$ cat src/logic/dfcr_pkg.sv
/*
 * constants and types shared by the drive fault class responder.
 * assumes a single drive clock; included by package-qualified names only.
 */
`default_nettype none
package dfcr_pkg;
    // ==========================================================
    // object addresses (class, instance, attribute)
    localparam logic [7:0]  OBJ_ERR_CLS   = 8'h64;
    localparam logic [7:0]  OBJ_ERR_INST  = 8'h01;
    localparam logic [7:0]  OBJ_ERR_ATTR  = 8'h01;
    localparam logic [7:0]  OBJ_RT_CLS    = 8'h7D;
    localparam logic [7:0]  OBJ_RT_INST   = 8'h01;
    localparam logic [7:0]  OBJ_RT_ATTR   = 8'h06;
    localparam logic [7:0]  OBJ_CMD_CLS   = 8'h7E;
    localparam logic [7:0]  OBJ_CMD_INST  = 8'h01;
    localparam logic [7:0]  OBJ_CMD_ATTR  = 8'h01;
    localparam logic [15:0] RT_MODBUS_ADR = 16'h190C;
    // ==========================================================
    // register values
    localparam logic [15:0] RT_CLASS_RST  = 16'h0000;
    localparam logic [15:0] RT_CLASS_MAX  = 16'h0001;
    // ==========================================================
    // reply codes
    localparam logic [7:0]  GEN_OK        = 8'h00;
    localparam logic [7:0]  GEN_VENDOR    = 8'h1F;
    localparam logic [15:0] E_RANGE       = 16'h1100;
    localparam logic [15:0] E_NO_INDEX    = 16'h1101;
    localparam logic [15:0] E_NO_SUBIDX   = 16'h1102;
    localparam logic [15:0] E_READ_ONLY   = 16'h1103;
    localparam logic [15:0] E_NO_EXPERT   = 16'h1104;
    localparam logic [15:0] E_PWR_ACTIVE  = 16'h1106;
    localparam logic [15:0] E_RT_DATA     = 16'h8100;
    // ==========================================================
    // classes and fields
    localparam logic [2:0]  CLS0          = 3'h0;
    localparam logic [2:0]  CLS1          = 3'h1;
    localparam logic [2:0]  CLS2          = 3'h2;
    localparam logic [2:0]  CLS3          = 3'h3;
    localparam logic [2:0]  CLS4          = 3'h4;
    localparam int          MODE_ERR_BIT  = 6;
    localparam int          CAT_MSB       = 15;
    localparam int          CAT_LSB       = 12;

    typedef enum logic [2:0] {
        ST_IDLE,
        ST_HALT,
        ST_STOP_WAIT,
        ST_SETTLE,
        ST_OFF
    } dfcr_state_e;
endpackage
`default_nettype wire

$ cat src/logic/dfcr_param_access.sv
/*
 * explicit-message parameter access: decode, checks, reply codes,
 * and the realtime data fault class register.
 * assumes one request per cycle at most, from logic on the same clock.
 */
`timescale 1ns/1ps
`default_nettype none
module dfcr_param_access (
    input  wire logic        clock,
    input  wire logic        rst,
    input  wire logic        req_valid,
    input  wire logic        req_write,
    input  wire logic [7:0]  req_class,
    input  wire logic [7:0]  req_inst,
    input  wire logic [7:0]  req_attr,
    input  wire logic [15:0] req_data,
    input  wire logic        expert_auth,
    input  wire logic        power_enabled,
    input  wire logic [15:0] last_err_code,
    output logic             resp_valid,
    output logic [7:0]       resp_general,
    output logic [7:0]       resp_additional,
    output logic [15:0]      resp_data,
    output logic             perr_valid,
    output logic [15:0]      perr_code,
    output logic [15:0]      rt_class
);
    logic        rv_d, rv_q, pe_d, pe_q;
    logic [7:0]  gen_d, gen_q, add_d, add_q;
    logic [15:0] dat_d, dat_q, code_d, code_q, rt_d, rt_q;
    logic        hit_err, hit_rt, hit_cmd, fail;
    logic [15:0] ecode;

    // ==========================================================
    // decode and checks
    always_comb begin
        hit_err = (req_inst == dfcr_pkg::OBJ_ERR_INST) && (req_attr == dfcr_pkg::OBJ_ERR_ATTR);
        hit_rt  = (req_inst == dfcr_pkg::OBJ_RT_INST) && (req_attr == dfcr_pkg::OBJ_RT_ATTR);
        hit_cmd = (req_inst == dfcr_pkg::OBJ_CMD_INST) && (req_attr == dfcr_pkg::OBJ_CMD_ATTR);
        fail    = 1'b1;
        ecode   = dfcr_pkg::E_NO_INDEX; // RQ14
        dat_d   = 16'h0000;
        rt_d    = rt_q;
        case (req_class)
            dfcr_pkg::OBJ_ERR_CLS: begin
                if (!hit_err) begin
                    ecode = dfcr_pkg::E_NO_SUBIDX; // RQ14
                end else if (req_write) begin
                    ecode = dfcr_pkg::E_READ_ONLY; // RQ15
                end else begin
                    fail  = 1'b0;
                    dat_d = last_err_code; // RQ4
                end
            end
            dfcr_pkg::OBJ_RT_CLS: begin
                if (!hit_rt) begin
                    ecode = dfcr_pkg::E_NO_SUBIDX; // RQ14
                end else if (req_write && req_data > dfcr_pkg::RT_CLASS_MAX) begin
                    ecode = dfcr_pkg::E_RANGE; // RQ14
                end else begin
                    fail  = 1'b0;
                    dat_d = rt_q;
                    if (req_write) begin
                        rt_d = req_data; // RQ1
                    end
                end
            end
            dfcr_pkg::OBJ_CMD_CLS: begin
                if (!hit_cmd) begin
                    ecode = dfcr_pkg::E_NO_SUBIDX; // RQ14
                end else if (req_write && !expert_auth) begin
                    ecode = dfcr_pkg::E_NO_EXPERT; // RQ16
                end else if (req_write && power_enabled) begin
                    ecode = dfcr_pkg::E_PWR_ACTIVE; // RQ17
                end else begin
                    fail = 1'b0;
                    if (req_write) begin
                        rt_d = dfcr_pkg::RT_CLASS_RST;
                    end
                end
            end
            default: begin
                fail = 1'b1;
            end
        endcase
        if (!req_valid) begin
            rt_d = rt_q;
        end
        rv_d   = req_valid;
        pe_d   = req_valid && fail;
        code_d = fail ? ecode : code_q;
        gen_d  = fail ? dfcr_pkg::GEN_VENDOR : dfcr_pkg::GEN_OK; // RQ2
        add_d  = fail ? ecode[7:0] : 8'h00; // RQ3
    end

    always_ff @(posedge clock) begin
        if (rst) begin
            rv_q   <= 1'b0;
            pe_q   <= 1'b0;
            gen_q  <= 8'h00;
            add_q  <= 8'h00;
            dat_q  <= 16'h0000;
            code_q <= 16'h0000;
            rt_q   <= dfcr_pkg::RT_CLASS_RST;
        end else begin
            rv_q   <= rv_d;
            pe_q   <= pe_d;
            gen_q  <= req_valid ? gen_d : gen_q;
            add_q  <= req_valid ? add_d : add_q;
            dat_q  <= req_valid ? dat_d : dat_q;
            code_q <= code_d;
            rt_q   <= rt_d;
        end
    end

    assign resp_valid      = rv_q;
    assign resp_general    = gen_q;
    assign resp_additional = add_q;
    assign resp_data       = dat_q;
    assign perr_valid      = pe_q;
    assign perr_code       = code_q;
    assign rt_class        = rt_q;
endmodule // dfcr_param_access
`default_nettype wire

$ cat src/logic/dfcr_io_status.sv
/*
 * cyclic i/o reply: mode status byte with the mode error flag.
 * assumes command strobes come from logic on the same clock.
 */
`timescale 1ns/1ps
`default_nettype none
module dfcr_io_status (
    input  wire logic       clock,
    input  wire logic       rst,
    input  wire logic       cmd_valid,
    input  wire logic       cmd_bad,
    input  wire logic [7:0] mode_bits,
    output logic            resp_valid,
    output logic [7:0]      mode_status_byte,
    output logic            bad_event
);
    logic       me_d, me_q, rv_d, rv_q, be_d, be_q;
    logic [7:0] msb_d, msb_q;

    // ==========================================================
    // flag follows each command; a good one clears it
    always_comb begin
        me_d  = cmd_valid ? cmd_bad : me_q; // RQ5 RQ6
        rv_d  = cmd_valid;
        be_d  = cmd_valid && cmd_bad; // RQ5
        msb_d = msb_q;
        if (cmd_valid) begin
            msb_d = mode_bits;
            msb_d[dfcr_pkg::MODE_ERR_BIT] = cmd_bad; // RQ5
        end
    end

    always_ff @(posedge clock) begin
        if (rst) begin
            me_q  <= 1'b0;
            rv_q  <= 1'b0;
            be_q  <= 1'b0;
            msb_q <= 8'h00;
        end else begin
            me_q  <= me_d;
            rv_q  <= rv_d;
            be_q  <= be_d;
            msb_q <= msb_d;
        end
    end

    assign resp_valid       = rv_q;
    assign mode_status_byte = msb_q;
    assign bad_event        = be_q;
endmodule // dfcr_io_status
`default_nettype wire

$ cat src/logic/dfcr_responder.sv
/*
 * drive fault class responder: collects error events, latches the
 * newest code, holds the active class and drives the reaction.
 * assumes the operating-state machine outside acts on the transition
 * pulses and reports power stage enable and motor standstill.
 */
// Contract
// RQ1: rt data fault class selectable, immediate
// RQ2: failed explicit request replies two codes
// RQ3: general 1F carries vendor coded number
// RQ4: error number readable at object 100.1.1
// RQ5: bad io command sets mode error bit
// RQ6: next valid transmission clears mode error
// RQ7: detected error gets code and class
// RQ8: leading hex digit gives error category
// RQ9: class 0 keeps motion, no transition
// RQ10: class 1 rapid halt via halt transition
// RQ11: class 2 halt, then power off standstill
// RQ12: class 3/4 power off immediately
// RQ13: fault clear ends 0-3; class 4 sticks
// RQ14: range, index, subindex faults flag class 0
// RQ15: read-only write refused, E 1103
// RQ16: expert write without authorization refused
// RQ17: commands refused while power stage enabled
// RQ18: newest error code latched for reading
`timescale 1ns/1ps
`default_nettype none
module dfcr_responder #(
    parameter logic [15:0] RT_ERR_CODE = dfcr_pkg::E_RT_DATA
) (
    input  wire logic        clock,
    input  wire logic        rst,
    input  wire logic        exp_req_valid,
    input  wire logic        exp_req_write,
    input  wire logic [7:0]  exp_req_class,
    input  wire logic [7:0]  exp_req_inst,
    input  wire logic [7:0]  exp_req_attr,
    input  wire logic [15:0] exp_req_data,
    input  wire logic        exp_expert_auth,
    output logic             exp_resp_valid,
    output logic [7:0]       exp_resp_general,
    output logic [7:0]       exp_resp_additional,
    output logic [15:0]      exp_resp_data,
    input  wire logic        io_cmd_valid,
    input  wire logic        io_cmd_bad,
    input  wire logic [7:0]  io_mode_bits,
    output logic             io_resp_valid,
    output logic [7:0]       mode_status_byte,
    input  wire logic        mon_err_valid,
    input  wire logic [15:0] mon_err_code,
    input  wire logic [2:0]  mon_err_class,
    input  wire logic        fault_clear,
    input  wire logic        motor_standstill,
    input  wire logic        power_stage_enabled,
    output logic             err_active,
    output logic [15:0]      err_code,
    output logic [2:0]       err_class,
    output logic [3:0]       err_category,
    output logic             quick_stop_req,
    output logic             power_disable_req,
    output logic             halt_transition,
    output logic             fault_entry_transition,
    output logic             fault_settle_transition,
    output logic [15:0]      realtime_data_fault_class
);
    // ==========================================================
    // sub-blocks
    logic        perr_valid;
    logic [15:0] perr_code;
    logic        io_bad_event;
    logic [15:0] rt_class;
    logic [15:0] code_q, code_d;

    dfcr_param_access u_param (
        .clock          (clock),
        .rst            (rst),
        .req_valid      (exp_req_valid),
        .req_write      (exp_req_write),
        .req_class      (exp_req_class),
        .req_inst       (exp_req_inst),
        .req_attr       (exp_req_attr),
        .req_data       (exp_req_data),
        .expert_auth    (exp_expert_auth),
        .power_enabled  (power_stage_enabled),
        .last_err_code  (code_q),
        .resp_valid     (exp_resp_valid),
        .resp_general   (exp_resp_general),
        .resp_additional(exp_resp_additional),
        .resp_data      (exp_resp_data),
        .perr_valid     (perr_valid),
        .perr_code      (perr_code),
        .rt_class       (rt_class)
    );

    dfcr_io_status u_io (
        .clock           (clock),
        .rst             (rst),
        .cmd_valid       (io_cmd_valid),
        .cmd_bad         (io_cmd_bad),
        .mode_bits       (io_mode_bits),
        .resp_valid      (io_resp_valid),
        .mode_status_byte(mode_status_byte),
        .bad_event       (io_bad_event)
    );

    // ==========================================================
    // event selection: monitor beats realtime data beats parameters
    logic        evt;
    logic [15:0] evt_code;
    logic [2:0]  evt_class;
    logic [2:0]  rt_evt_class;

    always_comb begin
        // only bit 0 of the setting matters, range check keeps it 0 or 1
        rt_evt_class = rt_class[0] ? dfcr_pkg::CLS1 : dfcr_pkg::CLS0; // RQ1
        evt       = 1'b1;
        evt_code  = mon_err_code;
        evt_class = mon_err_class; // RQ7
        if (mon_err_valid) begin
            evt_code  = mon_err_code;
            evt_class = (mon_err_class > dfcr_pkg::CLS4) ? dfcr_pkg::CLS4 : mon_err_class;
        end else if (io_bad_event) begin
            evt_code  = RT_ERR_CODE;
            evt_class = rt_evt_class; // RQ1
        end else if (perr_valid) begin
            evt_code  = perr_code;
            evt_class = dfcr_pkg::CLS0; // RQ14
        end else begin
            evt = 1'b0;
        end
    end

    // ==========================================================
    // error record: newest code, worst active class
    logic       act_q, act_d;
    logic [2:0] cls_q, cls_d;

    always_comb begin
        code_d = code_q;
        cls_d  = cls_q;
        act_d  = act_q;
        // clear first so that an event in the same cycle survives it
        if (fault_clear && cls_q != dfcr_pkg::CLS4) begin
            act_d = 1'b0; // RQ13
            cls_d = dfcr_pkg::CLS0;
        end
        if (evt) begin
            code_d = evt_code; // RQ18
            act_d  = 1'b1; // RQ7
            if (!act_d || evt_class > cls_d) begin
                cls_d = evt_class;
            end
        end
    end

    always_ff @(posedge clock) begin
        if (rst) begin
            code_q <= 16'h0000;
            cls_q  <= dfcr_pkg::CLS0;
            act_q  <= 1'b0;
        end else begin
            code_q <= code_d;
            cls_q  <= cls_d;
            act_q  <= act_d;
        end
    end

    // ==========================================================
    // reaction state machine
    // outputs are registered from the next state, so the state machine outside sees clean pulses
    dfcr_pkg::dfcr_state_e st_q, st_d;
    logic                  qs_q, qs_d, pd_q, pd_d, ht_q, ht_d, fe_q, fe_d, fs_q, fs_d;

    always_comb begin
        st_d = st_q;
        case (st_q)
            dfcr_pkg::ST_IDLE: begin
                // class 0 stays here: motion untouched, no transition
                if (act_q && cls_q >= dfcr_pkg::CLS3) begin
                    st_d = dfcr_pkg::ST_SETTLE; // RQ12
                end else if (act_q && cls_q == dfcr_pkg::CLS2) begin
                    st_d = dfcr_pkg::ST_STOP_WAIT; // RQ11
                end else if (act_q && cls_q == dfcr_pkg::CLS1) begin
                    st_d = dfcr_pkg::ST_HALT; // RQ10
                end else begin
                    st_d = dfcr_pkg::ST_IDLE; // RQ9
                end
            end
            dfcr_pkg::ST_HALT: begin
                if (!act_q) begin
                    st_d = dfcr_pkg::ST_IDLE; // RQ13
                end else if (cls_q >= dfcr_pkg::CLS2) begin
                    st_d = dfcr_pkg::ST_STOP_WAIT;
                end
            end
            dfcr_pkg::ST_STOP_WAIT: begin
                if (!act_q) begin
                    st_d = dfcr_pkg::ST_IDLE; // RQ13
                end else if (cls_q >= dfcr_pkg::CLS3 || motor_standstill) begin
                    st_d = dfcr_pkg::ST_SETTLE; // RQ11
                end
            end
            dfcr_pkg::ST_SETTLE: begin
                st_d = dfcr_pkg::ST_OFF;
            end
            dfcr_pkg::ST_OFF: begin
                // class 4 never drops act_q, so after a class 4 error only a reset leaves here; a cleared class 3 returns to idle
                if (!act_q) begin
                    st_d = dfcr_pkg::ST_IDLE; // RQ13
                end
            end
            default: begin
                st_d = dfcr_pkg::ST_IDLE;
            end
        endcase
        qs_d = (st_d == dfcr_pkg::ST_HALT) || (st_d == dfcr_pkg::ST_STOP_WAIT); // RQ10 RQ11
        pd_d = (st_d == dfcr_pkg::ST_SETTLE) || (st_d == dfcr_pkg::ST_OFF); // RQ11 RQ12
        ht_d = (st_d == dfcr_pkg::ST_HALT) && (st_q != dfcr_pkg::ST_HALT); // RQ10
        fe_d = ((st_d == dfcr_pkg::ST_STOP_WAIT) || (st_d == dfcr_pkg::ST_SETTLE))
               && ((st_q == dfcr_pkg::ST_IDLE) || (st_q == dfcr_pkg::ST_HALT)); // RQ11 RQ12
        fs_d = (st_d == dfcr_pkg::ST_SETTLE); // RQ11 RQ12
    end

    always_ff @(posedge clock) begin
        if (rst) begin
            st_q <= dfcr_pkg::ST_IDLE;
            {qs_q, pd_q, ht_q, fe_q, fs_q} <= 5'h00;
        end else begin
            st_q <= st_d;
            {qs_q, pd_q, ht_q, fe_q, fs_q} <= {qs_d, pd_d, ht_d, fe_d, fs_d};
        end
    end

    assign err_active                = act_q;
    assign err_code                  = code_q;
    assign err_class                 = cls_q;
    assign err_category              = code_q[dfcr_pkg::CAT_MSB:dfcr_pkg::CAT_LSB]; // RQ8
    assign quick_stop_req            = qs_q;
    assign power_disable_req         = pd_q;
    assign halt_transition           = ht_q;
    assign fault_entry_transition    = fe_q;
    assign fault_settle_transition   = fs_q;
    assign realtime_data_fault_class = rt_class;
endmodule // dfcr_responder
`default_nettype wire

$ cat config.mk
export PLATFORM = sky130hd
export DESIGN_NAME = dfcr_responder
export DESIGN_NICKNAME = d
export VERILOG_FILES = /design/src/logic/dfcr_pkg.sv /design/src/logic/dfcr_param_access.sv /design/src/logic/dfcr_io_status.sv /design/src/logic/dfcr_responder.sv
export SDC_FILE = /design/constraint.sdc
export NUM_CORES = 1
export LEC_CHECK = 0
export BUFFER_PORTS_ARGS = -buffer_cell sky130_fd_sc_hd__buf_4
export CAP_MARGIN = 15
export CORE_ASPECT_RATIO = 0.9
export CORE_MARGIN = 8
export CORE_UTILIZATION = 48
export DETAILED_ROUTE_END_ITERATION = 8
export GPL_TIMING_DRIVEN = 1
export PLACE_DENSITY = 0.87
export REMOVE_ABC_BUFFERS = 1
export SYNTH_ARGS = -nofsm -noshare
export SYNTH_HDL_FRONTEND = slang
export SYNTH_HIERARCHICAL = 1
export SYNTH_SLANG_ARGS = --single-unit
$ cat constraint.sdc
create_clock -name clock -period 2.85 [get_ports clock]
set_clock_uncertainty 0.05 [all_clocks]
set_input_delay 0.1425 -clock clock [delete_from_list [all_inputs] [get_ports clock]]
set_output_delay 0.1425 -clock clock [all_outputs]
set_load 0.05 [all_outputs]
* Yosys cells after proc, flatten, opt, wreduce, memory -nomap -nowiden *
Cells that the tools add are included.

operators by class
  order comparisons = 5
  eq/ne operators = 25
  multiplexer cells = 56
  reduce and logical (&&, ||, !) cells = 23

operators by type and width
  operator               count
  $mux W16               18
  $pmux W16 S2           2
  $pmux W16 S3           1
  $mux W3                13
  $eq A8 B7 Y1 const B   3
  $eq A8 B1 Y1 const B   2
  $gt A16 B1 Y1 const B  1
  $eq A3 B2 Y1 const B   5
  $mux W1                15
  $pmux W3 S5            1
  $logic_and A1 B1 Y1    13
  $ne A2 B2 Y1 const B   5
  $eq A3 B1 Y1 const B   3
  $reduce_and A9 Y1      1
  $eq A8 B3 Y1 const B   1
  $mux W8                1
  $eq A3 B3 Y1 const B   2
  $ge A3 B2 Y1 const B   2
  $mux W2                3
  $logic_or A1 B1 Y1     5
  $mux W5                1
  $ne A2 B1 Y1 const B   2
  $reduce_bool A2 Y1     2
  $gt A3 B3 Y1           1
  6 further kinds        6

storage, ports and cells
  bits in registers = 104
  input bits = 78
  output and inout bits = 87
  word-level logic and storage cells = 128

* Logic depth before layout (Yosys ltp) *
Gate-level depths: netlist of run 1.

  depth in word-level cells = 9
  gate-level depth with buffers = 9

* By module *
Netlist of run 1, hierarchy kept.

by module, submodules not included
  module             instances  cells each  area each (um^2)  sequential area each (um^2)
  dfcr_param_access  1          215         2114.5            840.8
  dfcr_responder     1          147         1371.3            560.5
  dfcr_io_status     1          31          341.6             200.2

* Worst setup path before layout of run 1 *
OpenSTA, ideal clock, no wires.

  kind = reg2reg
  from = register u_param.rt_q[0], in the netlist u_param/rt_class[0]
  to = register cls_q[0], in the netlist err_class[0]
  library setup time = 0.067 ns
  data arrival time = 1.975 ns
  data required time = 2.733 ns
  setup slack = 0.758 ns
  cell stages (with the launch flop) = 7
  path buffers = 0
  period minus slack after synthesis = 2.092 ns
  path through = dfxtp_1 > a21oi_1 > a22o_1 > ha_1 > a31o_2 > or3_1 > a21oi_2

between the ends
  word-level cells in the longest chain between the ends = 6

ends and longest elaborated chain
  element                 line                      RTL
  from (decl)             dfcr_param_access.sv:30   logic [15:0] dat_d, dat_q, code_d, code_q, rt_d, rt_q;
  from (signal assigned)  dfcr_param_access.sv:104  rt_q <= dfcr_pkg::RT_CLASS_RST;
  from (signal assigned)  dfcr_param_access.sv:112  rt_q <= rt_d;
  $mux W1 *               dfcr_responder.sv:115     rt_evt_class = rt_class[0] ? dfcr_pkg::CLS1 : dfcr_pkg::CLS0;
  $mux W3 *               dfcr_responder.sv:122     end else if (io_bad_event) begin
  $mux W3 *               dfcr_responder.sv:119     if (mon_err_valid) begin
  $gt A3 B3 Y1            dfcr_responder.sv:150     if (!act_d || evt_class > cls_d) begin
  $mux W3 *               dfcr_responder.sv:150
  $mux W3 *               dfcr_responder.sv:147     if (evt) begin
  to (signal assigned)    dfcr_responder.sv:159     cls_q <= dfcr_pkg::CLS0;
  to (signal assigned)    dfcr_responder.sv:163     cls_q <= cls_d;
  to (decl)               dfcr_responder.sv:136     logic [2:0] cls_q, cls_d;

Every way passes the cells marked *; elsewhere a longest branch is shown, timed or not.
A chain may end at the register's enable or synchronous reset.

* Final worst setup path of run 1 *
  from = register u_param.pe_q, in the netlist u_param/perr_valid
  to = register cls_q[2], in the netlist err_class[2]

between the ends
  word-level cells in the longest chain between the ends = 6

ends and longest elaborated chain
  element                 line                      RTL
  from (decl)             dfcr_param_access.sv:28   logic rv_d, rv_q, pe_d, pe_q;
  from (signal assigned)  dfcr_param_access.sv:107  pe_q <= pe_d;
  $mux W3                 dfcr_responder.sv:125     end else if (perr_valid) begin
  $mux W3                 dfcr_responder.sv:122
  $mux W3                 dfcr_responder.sv:119
  $gt A3 B3 Y1            dfcr_responder.sv:150
  $mux W3                 dfcr_responder.sv:150
  $mux W3 *               dfcr_responder.sv:147

Marked as above.

==> results.json, run 1 <==
{
  "routed_wire_length_um": 11400,
  "yosys-mux-area-fraction": 0.06473,
  "post_synth_fa_ha_maj_area_fraction": 0.009807,
  "yosys_reg_bits": 80,
  "synth_instances": 393,
  "boundaryPins": 165,
  "worst-setup-path-type": "register to register",
  "gp_routability_congestion": 0.9133,
  "synth_xor_area_frac": 0,
  "layout_common_cells": "161 x sky130_fd_sc_hd__buf_4, 80 x sky130_fd_sc_hd__dfxtp_1, 44 x sky130_fd_sc_hd__nand2_1",
  "critical-path-slowest-cell": "sky130_fd_sc_hd__dfxtp_1",
  "grt_start_max_net_pins": 42,
  "crit_path_end_kind": "register",
  "worstSkewPairLatency_ns": 0.34,
  "worstMarginPinSlew_ns": 0.5627,
  "synth_warnings": 6,
  "hold_class": "input port to register",
  "clock.fmax_mhz": 467.9,
  "cap_violations": 0,
  "pwr_density_cell_mw_per_mm2": 514.9,
  "port_buffer_count": 155,
  "seq_area_frac_synth": 0.4184,
  "vias_per_cell": 5.422,
  "static-leakage-power_nw": 2.385,
  "synth.top_cells.by_area": "sky130_fd_sc_hd__dfxtp_1 42%, sky130_fd_sc_hd__buf_4 5.5%, sky130_fd_sc_hd__a22oi_1 4.3%",
  "synth_cell_types": 62,
  "setup_viol": 0,
  "post-dp-hpwl_um": 8613,
  "worstSetupStartpointType": "register",
  "worst_ir_drop_vdd_mv": 0.2939,
  "final-max-slew-violation-count": 0,
  "synth_top_cell_area_share": 0.4184,
  "hold_violations": 0,
  "synth_top_cell_by_area": "sky130_fd_sc_hd__dfxtp_1",
  "die_height_um": 100.7,
  "final_common_cell": "sky130_fd_sc_hd__buf_4",
  "grtUsageTotal": 0.2013,
  "finalCriticalPeriod_ns": 2.137,
  "rsz0062_at_grt": "false",
  "placementRows": 31,
  "maximum_fanout_along_the_worst_path": 9,
  "areaGrowthSynthToFinish_pct": 37.23,
  "postCtsSetupRepairBufs": 0,
  "start_util": 0.4837,
  "postRouteAntennaNets": 0,
  "period_share": 0.7498,
  "final_design_area_no_fill_mm2": 0.005253,
  "initial_antenna_violation_count": 0,
  "cts_tree": "done",
  "avgRoutedWirePerCell_um": 17.52,
  "drive_above_1_share": 0.4275,
  "synthFlopType": "sky130_fd_sc_hd__dfxtp_1",
  "critPathArrivalTime_ns": 2.35,
  "first_pass_iters": 5,
  "clockBufferDepth": 2,
  "combinational_family_with_the_most_area_after_synthesis": "simple AND/OR/NAND/NOR gates",
  "route.detailed.drc": 0,
  "slew_headroom": 0.6214,
  "core-area_mm2": 0.007913,
  "syn-cell-area_mm2": 0.003827,
  "post_dp_cell_area_mm2": 0.004918,
  "overall_die_area_mm2": 0.01109,
  "gr-total-overflow": 0,
  "synth_edf_count": 0,
  "postSynthAreaPerCell_um2": 9.739,
  "cts-htree-levels": 3,
  "ys_async_sr_fraction": 0,
  "finalNetCount": 629,
  "root_buffer": "sky130_fd_sc_hd__clkbuf_8",
  "cts.sink_count": 80,
  "first_pass_grt_wire_length_um": 17670,
  "worst-endpoint-required_ns": 3.06,
  "synth_compound_area_frac": 0.1834,
  "grt_pass1_vias": 3697,
  "simple_gate_share_of_the_synthesized_area": 0.2331,
  "die_w_um": 110.1,
  "drt_iter0_markers": 172,
  "setup_total_negative_slack_ns": 0,
  "cts_made_buffers": 9,
  "crit_path_max_incr_delay_ns": 0.54,
  "dr_total_vias": 3530,
  "clkTransAtPathRegs_ns": 0.08,
  "n_antenna_cell": 0,
  "worstPathCellList": "nor3_1, o21a_1, ha_1, nand2_1, o21ai_0, nand3_1, a21oi_1",
  "outcome": "finished clean"
}
## Yosys cell counts, drive strengths merged (4+ instances only)
library cell / number
a211oi: 6
a21oi: 13
a22oi: 32
and2: 15
buf: 35
clkbuf: 10
dfxtp: 80
inv: 9
mux2: 14
mux2i: 9
nand2: 44
nand2b: 6
nand3: 4
nand4: 4
nor2: 34
nor2b: 4
nor3: 10
nor4: 8
nor4b: 4
o21ai: 6
or3: 5
## per-layer routing
| layer | part of all wire | GRT usage | up-vias |
|---|---|---|---|
| met5 | 0 | 0 | - |
| met4 | 0.024 | 0.08188 | 0 |
| met2 | 0.54 | 0.3643 | 148 |
| li1 | - | - | 1667 |
| met1 | 0.36 | 0.2133 | 1687 |
| met3 | 0.077 | 0.05499 | 28 |
## logic make-up (layout without fill, tap and decap cells)
logic type / after synthesis / after routing
compound gates: 83 / 83
fa+ha+maj: 3 / 3
buf+inv: 54 / 195
flops: 80 / 80
mux: 23 / 23
other cells: 1 / 19
simple gates: 149 / 149
## final cells by class
class | instances | area [um^2]
Clock buffer | 10 | 127.6
Clock inverter | 5 | 106.4
Fill cell | 655 | 2660
Inverter | 9 | 33.78
Multi-Input combinational cell | 277 | 1951
Sequential cell | 80 | 1602
Tap cell | 99 | 123.9
Timing Repair Buffer | 171 | 1309
## critical path, delay by kind of cell, from the launching register on
kind | cells | cell delay (ns)
adder cells (fa/ha/maj) | 1 | 0.32
AO/OA/AOI/OAI | 3 | 0.77
flip-flops | 1 | 0.54
AND/OR/NAND/NOR | 3 | 0.39
## power by group
part | internal, mW | switching [mW]
Sequential | 1.15 | 0.0353
Clock | 0.579 | 0.402
Combinational | 0.207 | 0.328
Total | 1.94 | 0.765
## through the flow
stage / instances / worst slack, ns / util / power, mW / hold WS [ns]
4_1_cts: 651 / 0.7102 / 0.6638 / 2.721 / 0.0001976
6_report: 651 / 0.7130 / 0.6638 / 2.705 / 0.004244
5_1_grt: 651 / 0.5184 / 0.6638 / 2.818 / 0.01157
3_3_place_gp: 626 / 0.7222 / 0.6216 / 1.716 / 0.3289
3_5_place_dp: 626 / 0.6592 / 0.6216 / 1.735 / 0.3401
2_1_floorplan: 366 / 0.5195 / - / 1.511 / 0.1549
## final timing paths
kind                                      from                                    end  slack (ns)  depth (start not counted)
min                            io_mode_bits[3]  u_io/mode_status_byte[3]$_SDFFE_PP0P_       0.004                          3
min reg2reg  u_param/rt_class[15]$_SDFFE_PP0P_     u_param/resp_data[15]$_SDFFE_PP0P_        0.41                          2
max              u_param/perr_valid$_SDFF_PP0_                err_class[2]$_SDFF_PP0_        0.71                          7
max reg2reg      u_param/perr_valid$_SDFF_PP0_                err_class[2]$_SDFF_PP0_        0.71                          7
## what timing repair did
action                     4_1_cts  5_1_grt
setup endpoints to repair        0        0
hold buffers                    10        0
hold endpoints to repair        11        0
gates resized for setup          0        0
## registers in the layout, summed over array words and instances, names as in the netlist, 3 cells and up
register,cells
err_code,16
u_param/resp_data,16
u_param/rt_class,16
u_io/mode_status_byte,8
u_param/perr_code,4
err_class,3
st_q,3
u_param/resp_additional,3
(Power assumes the default switching activity.)
==> run 2: changes to the inputs <==
--- a/config.mk
+++ b/config.mk
@@ -5,14 +5,15 @@
 export SDC_FILE = /design/constraint.sdc
 export NUM_CORES = 1
 export LEC_CHECK = 0
+export ABC_AREA = 1
 export BUFFER_PORTS_ARGS = -buffer_cell sky130_fd_sc_hd__buf_4
 export CAP_MARGIN = 15
 export CORE_ASPECT_RATIO = 0.9
 export CORE_MARGIN = 8
-export CORE_UTILIZATION = 48
+export CORE_UTILIZATION = 44
 export DETAILED_ROUTE_END_ITERATION = 8
 export GPL_TIMING_DRIVEN = 1
-export PLACE_DENSITY = 0.87
+export PLACE_DENSITY = 0.82
 export REMOVE_ABC_BUFFERS = 1
 export SYNTH_ARGS = -nofsm -noshare
 export SYNTH_HDL_FRONTEND = slang
==> constraint.sdc (replaced) <==
create_clock -name clock -period 1.7 [get_ports clock]
set_clock_uncertainty 0.05 [all_clocks]
set_input_delay 0.085 -clock clock [delete_from_list [all_inputs] [get_ports clock]]
set_output_delay 0.085 -clock clock [all_outputs]
set_load 0.05 [all_outputs]
==> results.json, run 2 <==
{
  "finalNetCount": 889,
  "power.share.clock": 0.299,
  "dr_total_vias": 4352,
  "placed_cells_incl_taps": 897,
  "rsz0062_at_grt": "true",
  "clkTransAtPathRegs_ns": 0.09,
  "r2r_setup_slack_ns": -0.04,
  "ys_async_sr_fraction": 0,
  "synthFlopType": "sky130_fd_sc_hd__dfxtp_1",
  "p_sw_frac": 0.3399,
  "initial_antenna_violation_count": 0,
  "boundaryPins": 165,
  "die_height_um": 109.2,
  "synth.top_cells.by_area": "sky130_fd_sc_hd__dfxtp_1 38%, sky130_fd_sc_hd__nand2_1 14%, sky130_fd_sc_hd__inv_1 7.2%",
  "port_buffer_count": 155,
  "worst_ir_drop_vdd_mv": 0.4706,
  "worst-setup-path-type": "register to register",
  "outcome": "complete, but fails checks",
  "synth_top_cell_by_area": "sky130_fd_sc_hd__dfxtp_1",
  "reg2regPathDepth": 12,
  "worst-endpoint-required_ns": 1.92,
  "yosys_reg_bits": 80,
  "synth_edf_count": 0,
  "routed_wire_length_um": 12590,
  "gr-total-overflow": 0,
  "utilization": 0.6313,
  "hold_violations": 0,
  "start_util": 0.4452,
  "clockBufferDepth": 2,
  "stdcell_count": 939,
  "worst_slack_ns": -0.04431,
  "timing.hold.worst_path_depth": 3,
  "core-area_mm2": 0.009529,
  "postRouteAntennaNets": 0,
  "root_buffer": "sky130_fd_sc_hd__clkbuf_8",
  "areaGrowthSynthToFinish_pct": 41.79,
  "route.detailed.drc": 0,
  "seq_area_frac_synth": 0.3775,
  "clock.fmax_mhz": 573.3,
  "setup_viol": 3,
  "final_common_cell": "sky130_fd_sc_hd__buf_4",
  "power_frac_seq": 0.449,
  "grtUsageTotal": 0.1900,
  "synth_instances": 622,
  "drt_iter0_markers": 227,
  "post-dp-hpwl_um": 9343,
  "drive_above_1_share": 0.3444,
  "finalCriticalPeriod_ns": 1.744,
  "placementRows": 34,
  "synth_cell_types": 32,
  "fill_cells": 880,
  "cap_violations": 0,
  "overall_die_area_mm2": 0.01305,
  "cellInternalPower_mw": 2.936,
  "detailedPlace.worstSlack_ns": -0.1760,
  "synth_top_cell_area_share": 0.3775,
  "cts_tree": "done",
  "synth_warnings": 6,
  "first_pass_grt_wire_length_um": 20130,
  "cts.sink_count": 80,
  "crit_path_end_kind": "register",
  "first_pass_iters": 4,
  "worstSetupStartpointType": "register",
  "vias_per_cell": 4.635,
  "final-max-slew-violation-count": 0,
  "combinationalPowerShare": 0.252,
  "pwr_density_cell_mw_per_mm2": 739.5,
  "violations": "negative setup slack",
  "cts-htree-levels": 3,
  "cts_made_buffers": 9,
  "postSynthAreaPerCell_um2": 6.821,
  "static-leakage-power_nw": 3.077,
  "gp_routability_congestion": 0.8405,
  "worstSkewPairLatency_ns": 0.34,
  "syn-cell-area_mm2": 0.004243,
  "net-switching-power_mw": 1.512,
  "period_share": 1.026,
  "maximum_fanout_along_the_worst_path": 3,
  "layout_common_cells": "179 x sky130_fd_sc_hd__buf_4, 159 x sky130_fd_sc_hd__nand2_1, 77 x sky130_fd_sc_hd__inv_1, 77 x sky130_fd_sc_hd__dfxtp_1, 64 x sky130_fd_sc_hd__nor2_1",
  "critPathArrivalTime_ns": 1.97,
  "grt_pass1_vias": 4149,
  "grt_start_max_net_pins": 30,
  "yosys.cell_count.top_type": "sky130_fd_sc_hd__nand2_1",
  "avgRoutedWirePerCell_um": 13.41,
  "die_w_um": 119.5,
  "hold_class": "input port to register",
  "synth.top_cells.by_count": "163 x sky130_fd_sc_hd__nand2_1, 81 x sky130_fd_sc_hd__inv_1, 80 x sky130_fd_sc_hd__dfxtp_1",
  "n_antenna_cell": 0
}
run 2: cells by family (layout without fill, tap and decap cells):
kind of cell / after synthesis / count (layout) / synth area share
DFF: 80 / 80 / 0.3775
buffers and inverters: 146 / 319 / 0.1702
AOI/OAI and AO/OA: 80 / 80 / 0.1041
other: 1 / 19 / 0.0008838
adders and majority gates: 3 / 3 / 0.008848
and+or+nand+nor: 312 / 312 / 0.3385
run 2: final cells by class:
cell class / instances / area, um^2 / share of cell area
clock buffers: 9 / 123.9 / 0.02059
well taps: 126 / 157.7 / 0.02621
repair buffers: 204 / 1604 / 0.2666
multi-input cells: 414 / 2090 / 0.3473
flip-flops and latches: 80 / 1605 / 0.2668
inverters: 99 / 371.6 / 0.06177
clock inverters: 7 / 63.81 / 0.01061
run 2: what timing repair did:
item                                   in CTS  in global routing
endpoints found under the hold margin      26                  0
hold buffers                               24                  0
buffers inserted                            0                  2
resized for setup                          10                 18
pin swaps                                   3                 12
setup endpoints to repair                   3                  3
run 2: path summary, 6_finish.rpt:
check,endpoint,from
worst max register to register,err_class[2]$_SDFF_PP0_,err_class[0]$_SDFF_PP0_
worst min-delay path,err_code[0]$_SDFFE_PP0N_,mon_err_code[0]
worst min register to register,u_param/resp_data[12]$_SDFFE_PP0P_,u_param/resp_data[12]$_SDFFE_PP0P_
worst max-delay path,err_class[2]$_SDFF_PP0_,err_class[0]$_SDFF_PP0_
run 2: critical path, stage by stage, from the launching register on:
cell                      delay (ns)
sky130_fd_sc_hd__dfxtp_2        0.33
sky130_fd_sc_hd__inv_2          0.05
sky130_fd_sc_hd__nand3_2        0.07
sky130_fd_sc_hd__nand2_2        0.09
sky130_fd_sc_hd__inv_2          0.05
sky130_fd_sc_hd__nor2_4         0.12
sky130_fd_sc_hd__inv_2          0.06
sky130_fd_sc_hd__ha_4           0.29
sky130_fd_sc_hd__nand2_4        0.05
sky130_fd_sc_hd__o21ai_4        0.17
sky130_fd_sc_hd__buf_4          0.13
sky130_fd_sc_hd__nand4_1        0.08
sky130_fd_sc_hd__a21oi_2        0.13
run 2: per-layer routing:
| metal | global-route usage | wire (um) | vias to the layer above | share of wire |
|---|---|---|---|---|
| li1 | - | - | 2257 | - |
| met1 | 0.2179 | 5507 | 1923 | 0.44 |
| met2 | 0.3248 | 5818 | 162 | 0.46 |
| met3 | 0.07660 | 1139 | 10 | 0.090 |
| met4 | 0.04898 | 123 | 0 | 0.0098 |
| met5 | 0 | 0 | - | 0 |
run 2: power by group through the flow:
| stage | sequential [mW] | clock, mW | combinational, mW |
|---|---|---|---|
| 2_1_floorplan | 2.30 | 0 | 0.319 |
| 3_3_place_gp | 2.04 | 0 | 0.989 |
| 3_5_place_dp | 2.04 | 0 | 1.00 |
| 4_1_cts | 2.00 | 1.38 | 1.07 |
| 5_1_grt | 2.01 | 1.45 | 1.21 |
| 6_report | 2.00 | 1.33 | 1.12 |
run 2: per-stage QoR:
stage | area [um^2] | power [mW] | hold WS [ns] | setup TNS (ns)
2_1_floorplan | 3960 | 2.619 | 0.09744 | -3.423
3_3_place_gp | 5466 | 3.025 | 0.2873 | -0.2630
3_5_place_dp | 5466 | 3.040 | 0.2920 | -0.4797
4_1_cts | 5941 | 4.445 | 0.0007844 | -0.003263
5_1_grt | 6016 | 4.668 | 0.02275 | -0.4102
6_report | 6016 | 4.449 | 0.01160 | -0.09444
==> run 3: changes to the inputs <==
--- a/config.mk
+++ b/config.mk
@@ -6,13 +6,14 @@
 export NUM_CORES = 1
 export LEC_CHECK = 0
 export ABC_AREA = 1
-export BUFFER_PORTS_ARGS = -buffer_cell sky130_fd_sc_hd__buf_4
+export BUFFER_PORTS_ARGS = -buffer_cell sky130_fd_sc_hd__buf_2
 export CAP_MARGIN = 15
 export CORE_ASPECT_RATIO = 0.9
 export CORE_MARGIN = 8
 export CORE_UTILIZATION = 44
 export DETAILED_ROUTE_END_ITERATION = 8
-export GPL_TIMING_DRIVEN = 1
+export GPL_TIMING_DRIVEN = 0
+export HOLD_SLACK_MARGIN = 0.03
 export PLACE_DENSITY = 0.82
 export REMOVE_ABC_BUFFERS = 1
 export SYNTH_ARGS = -nofsm -noshare
==> results.json, run 3 (synthesis gave the netlist of run 2 again) <==
{
  "worst-endpoint-required_ns": 1.86,
  "start_util": 0.4452,
  "critical-path-slowest-cell": "sky130_fd_sc_hd__dfxtp_2",
  "outcome": "complete, but fails checks",
  "final-max-slew-violation-count": 0,
  "clockBufferDepth": 2,
  "cts-htree-levels": 3,
  "setup_viol": 4,
  "boundaryPins": 165,
  "final_design_area_no_fill_mm2": 0.005630,
  "worst-setup-path-type": "register to register",
  "static-leakage-power_nw": 3.013,
  "core-area_mm2": 0.009529,
  "crit_family": "buffers and inverters",
  "placed_cells_incl_taps": 875,
  "post_dp_cell_area_mm2": 0.004901,
  "hold_class": "input port to register",
  "power_frac_seq": 0.446,
  "cap_violations": 0,
  "worstPathBufferInverterCount": 9,
  "worstSkewPairLatency_ns": 0.35,
  "die_height_um": 109.2,
  "avgRoutedWirePerCell_um": 13.74,
  "die_w_um": 119.5,
  "drt_iter0_markers": 289,
  "cellInternalPower_mw": 3.001,
  "worstMarginPinSlew_ns": 1.106,
  "grtUsageTotal": 0.1937,
  "dr_total_vias": 4396,
  "initial_antenna_violation_count": 0,
  "rsz0062_at_grt": "true",
  "placementRows": 34,
  "grt_start_max_net_pins": 38,
  "cts_made_buffers": 9,
  "root_buffer": "sky130_fd_sc_hd__clkbuf_8",
  "critPathArrivalTime_ns": 1.93,
  "drive_above_1_share": 0.3440,
  "power.share.clock": 0.328,
  "overall_die_area_mm2": 0.01305,
  "gr-total-overflow": 0,
  "hold_violations": 0,
  "cts.sink_count": 80,
  "crit_path_max_incr_delay_ns": 0.34,
  "cts_tree": "done",
  "detailedPlace.worstSlack_ns": -0.6779,
  "net-switching-power_mw": 1.482,
  "grt_pass1_vias": 4305,
  "final_common_cell": "sky130_fd_sc_hd__nand2_1",
  "clkTransAtPathRegs_ns": 0.08,
  "finalCriticalPeriod_ns": 1.777,
  "period_share": 1.045,
  "critical_path.most_common_cell": "sky130_fd_sc_hd__buf_4",
  "gp_routability_congestion": 0.8355,
  "combinationalPowerShare": 0.226,
  "layout_common_cells": "159 x sky130_fd_sc_hd__nand2_1, 155 x sky130_fd_sc_hd__buf_2, 76 x sky130_fd_sc_hd__inv_1",
  "route.detailed.drc": 0,
  "worstPathCellList": "inv_2, nand3_4, nand2_4, buf_6, buf_4, buf_4, buf_4, buf_4, buf_4, buf_4, buf_4, nand2_2, a21oi_1",
  "vias_per_cell": 4.692,
  "pwr_density_cell_mw_per_mm2": 796.3,
  "worst_slack_ns": -0.07719,
  "areaGrowthSynthToFinish_pct": 32.70,
  "setup_total_negative_slack_ns": -0.2149,
  "port_buffer_count": 155,
  "routed_wire_length_um": 12880,
  "postRouteAntennaNets": 0,
  "slew_headroom": 0.2611,
  "crit_path_end_kind": "register",
  "hold_ws_ns": 0.03834,
  "n_antenna_cell": 0,
  "first_pass_iters": 7,
  "violations": "negative setup slack",
  "clock.fmax_mhz": 562.7,
  "stdcell_count": 937,
  "post-dp-hpwl_um": 8863,
  "maximum_fanout_along_the_worst_path": 4,
  "worst_ir_drop_vdd_mv": 0.6201,
  "worstSetupStartpointType": "register",
  "finalNetCount": 887,
  "first_pass_grt_wire_length_um": 20620,
  "p_sw_frac": 0.3305
}
-- run 3: path summary, 6_finish.rpt --
path / slack, ns / cells past startpoint / to / start
setup reg to reg: -0.08 / 13 / err_active$_SDFFE_PP0P_ / err_class[0]$_SDFF_PP0_
hold reg to reg: 0.40 / 2 / u_param/resp_data[10]$_SDFFE_PP0P_ / u_param/resp_data[10]$_SDFFE_PP0P_
hold / removal: 0.04 / 5 / u_param/rt_class[0]$_SDFFE_PP0P_ / exp_req_data[0]
setup / recovery: -0.08 / 13 / err_active$_SDFFE_PP0P_ / err_class[0]$_SDFF_PP0_
-- run 3: layer usage --
| layer | vias up | GRT usage | wire length, um |
|---|---|---|---|
| li1 | 2252 | - | - |
| met1 | 1956 | 0.2201 | 5408 |
| met2 | 176 | 0.3308 | 6094 |
| met3 | 12 | 0.07609 | 1256 |
| met4 | 0 | 0.06055 | 119 |
| met5 | - | 0 | 0 |
-- run 3: worst register-to-register path: stages, from the launching register on --
cell	delay (ns)
sky130_fd_sc_hd__dfxtp_2	0.34
sky130_fd_sc_hd__inv_2	0.05
sky130_fd_sc_hd__nand3_4	0.08
sky130_fd_sc_hd__nand2_4	0.07
sky130_fd_sc_hd__buf_6	0.11
sky130_fd_sc_hd__buf_4	0.12
sky130_fd_sc_hd__buf_4	0.12
sky130_fd_sc_hd__buf_4	0.12
sky130_fd_sc_hd__buf_4	0.12
sky130_fd_sc_hd__buf_4	0.12
sky130_fd_sc_hd__buf_4	0.12
sky130_fd_sc_hd__buf_4	0.12
sky130_fd_sc_hd__nand2_2	0.04
sky130_fd_sc_hd__a21oi_1	0.05
-- run 3: through the flow --
| step | power, mW | util |
|---|---|---|
| floorplan | 2.619 | - |
| global placement | 2.880 | 0.5135 |
| detailed placement | 2.897 | 0.5143 |
| CTS | 4.452 | 0.5777 |
| global route | 4.690 | 0.5909 |
| finish | 4.483 | 0.5909 |
-- run 3: power groups by stage --
stage | Clock, mW | Sequential (mW) | Combinational, mW
final | 1.47 | 2.00 | 1.01
after global routing | 1.58 | 2.01 | 1.10
after CTS | 1.49 | 2.00 | 0.970
after detailed placement | 0 | 2.05 | 0.845
after global placement | 0 | 2.05 | 0.831
after floorplan | 0 | 2.30 | 0.319
-- run 3: cell type report --
cell class,count,area [um^2]
Inverter,99,374.1
Sequential cell,80,1615
Multi-Input combinational cell,414,2062
Clock inverter,6,68.82
Fill cell,886,3899
Tap cell,126,157.7
Clock buffer,10,137.6
Timing Repair Buffer,202,1215
-- run 3: repair_timing --
action	in CTS	in global routing
gates resized for setup	22	10
buffers inserted	15	8
pin swaps	10	13
endpoints found under the setup margin	19	15
hold buffers	23	0
hold endpoints to repair	25	0
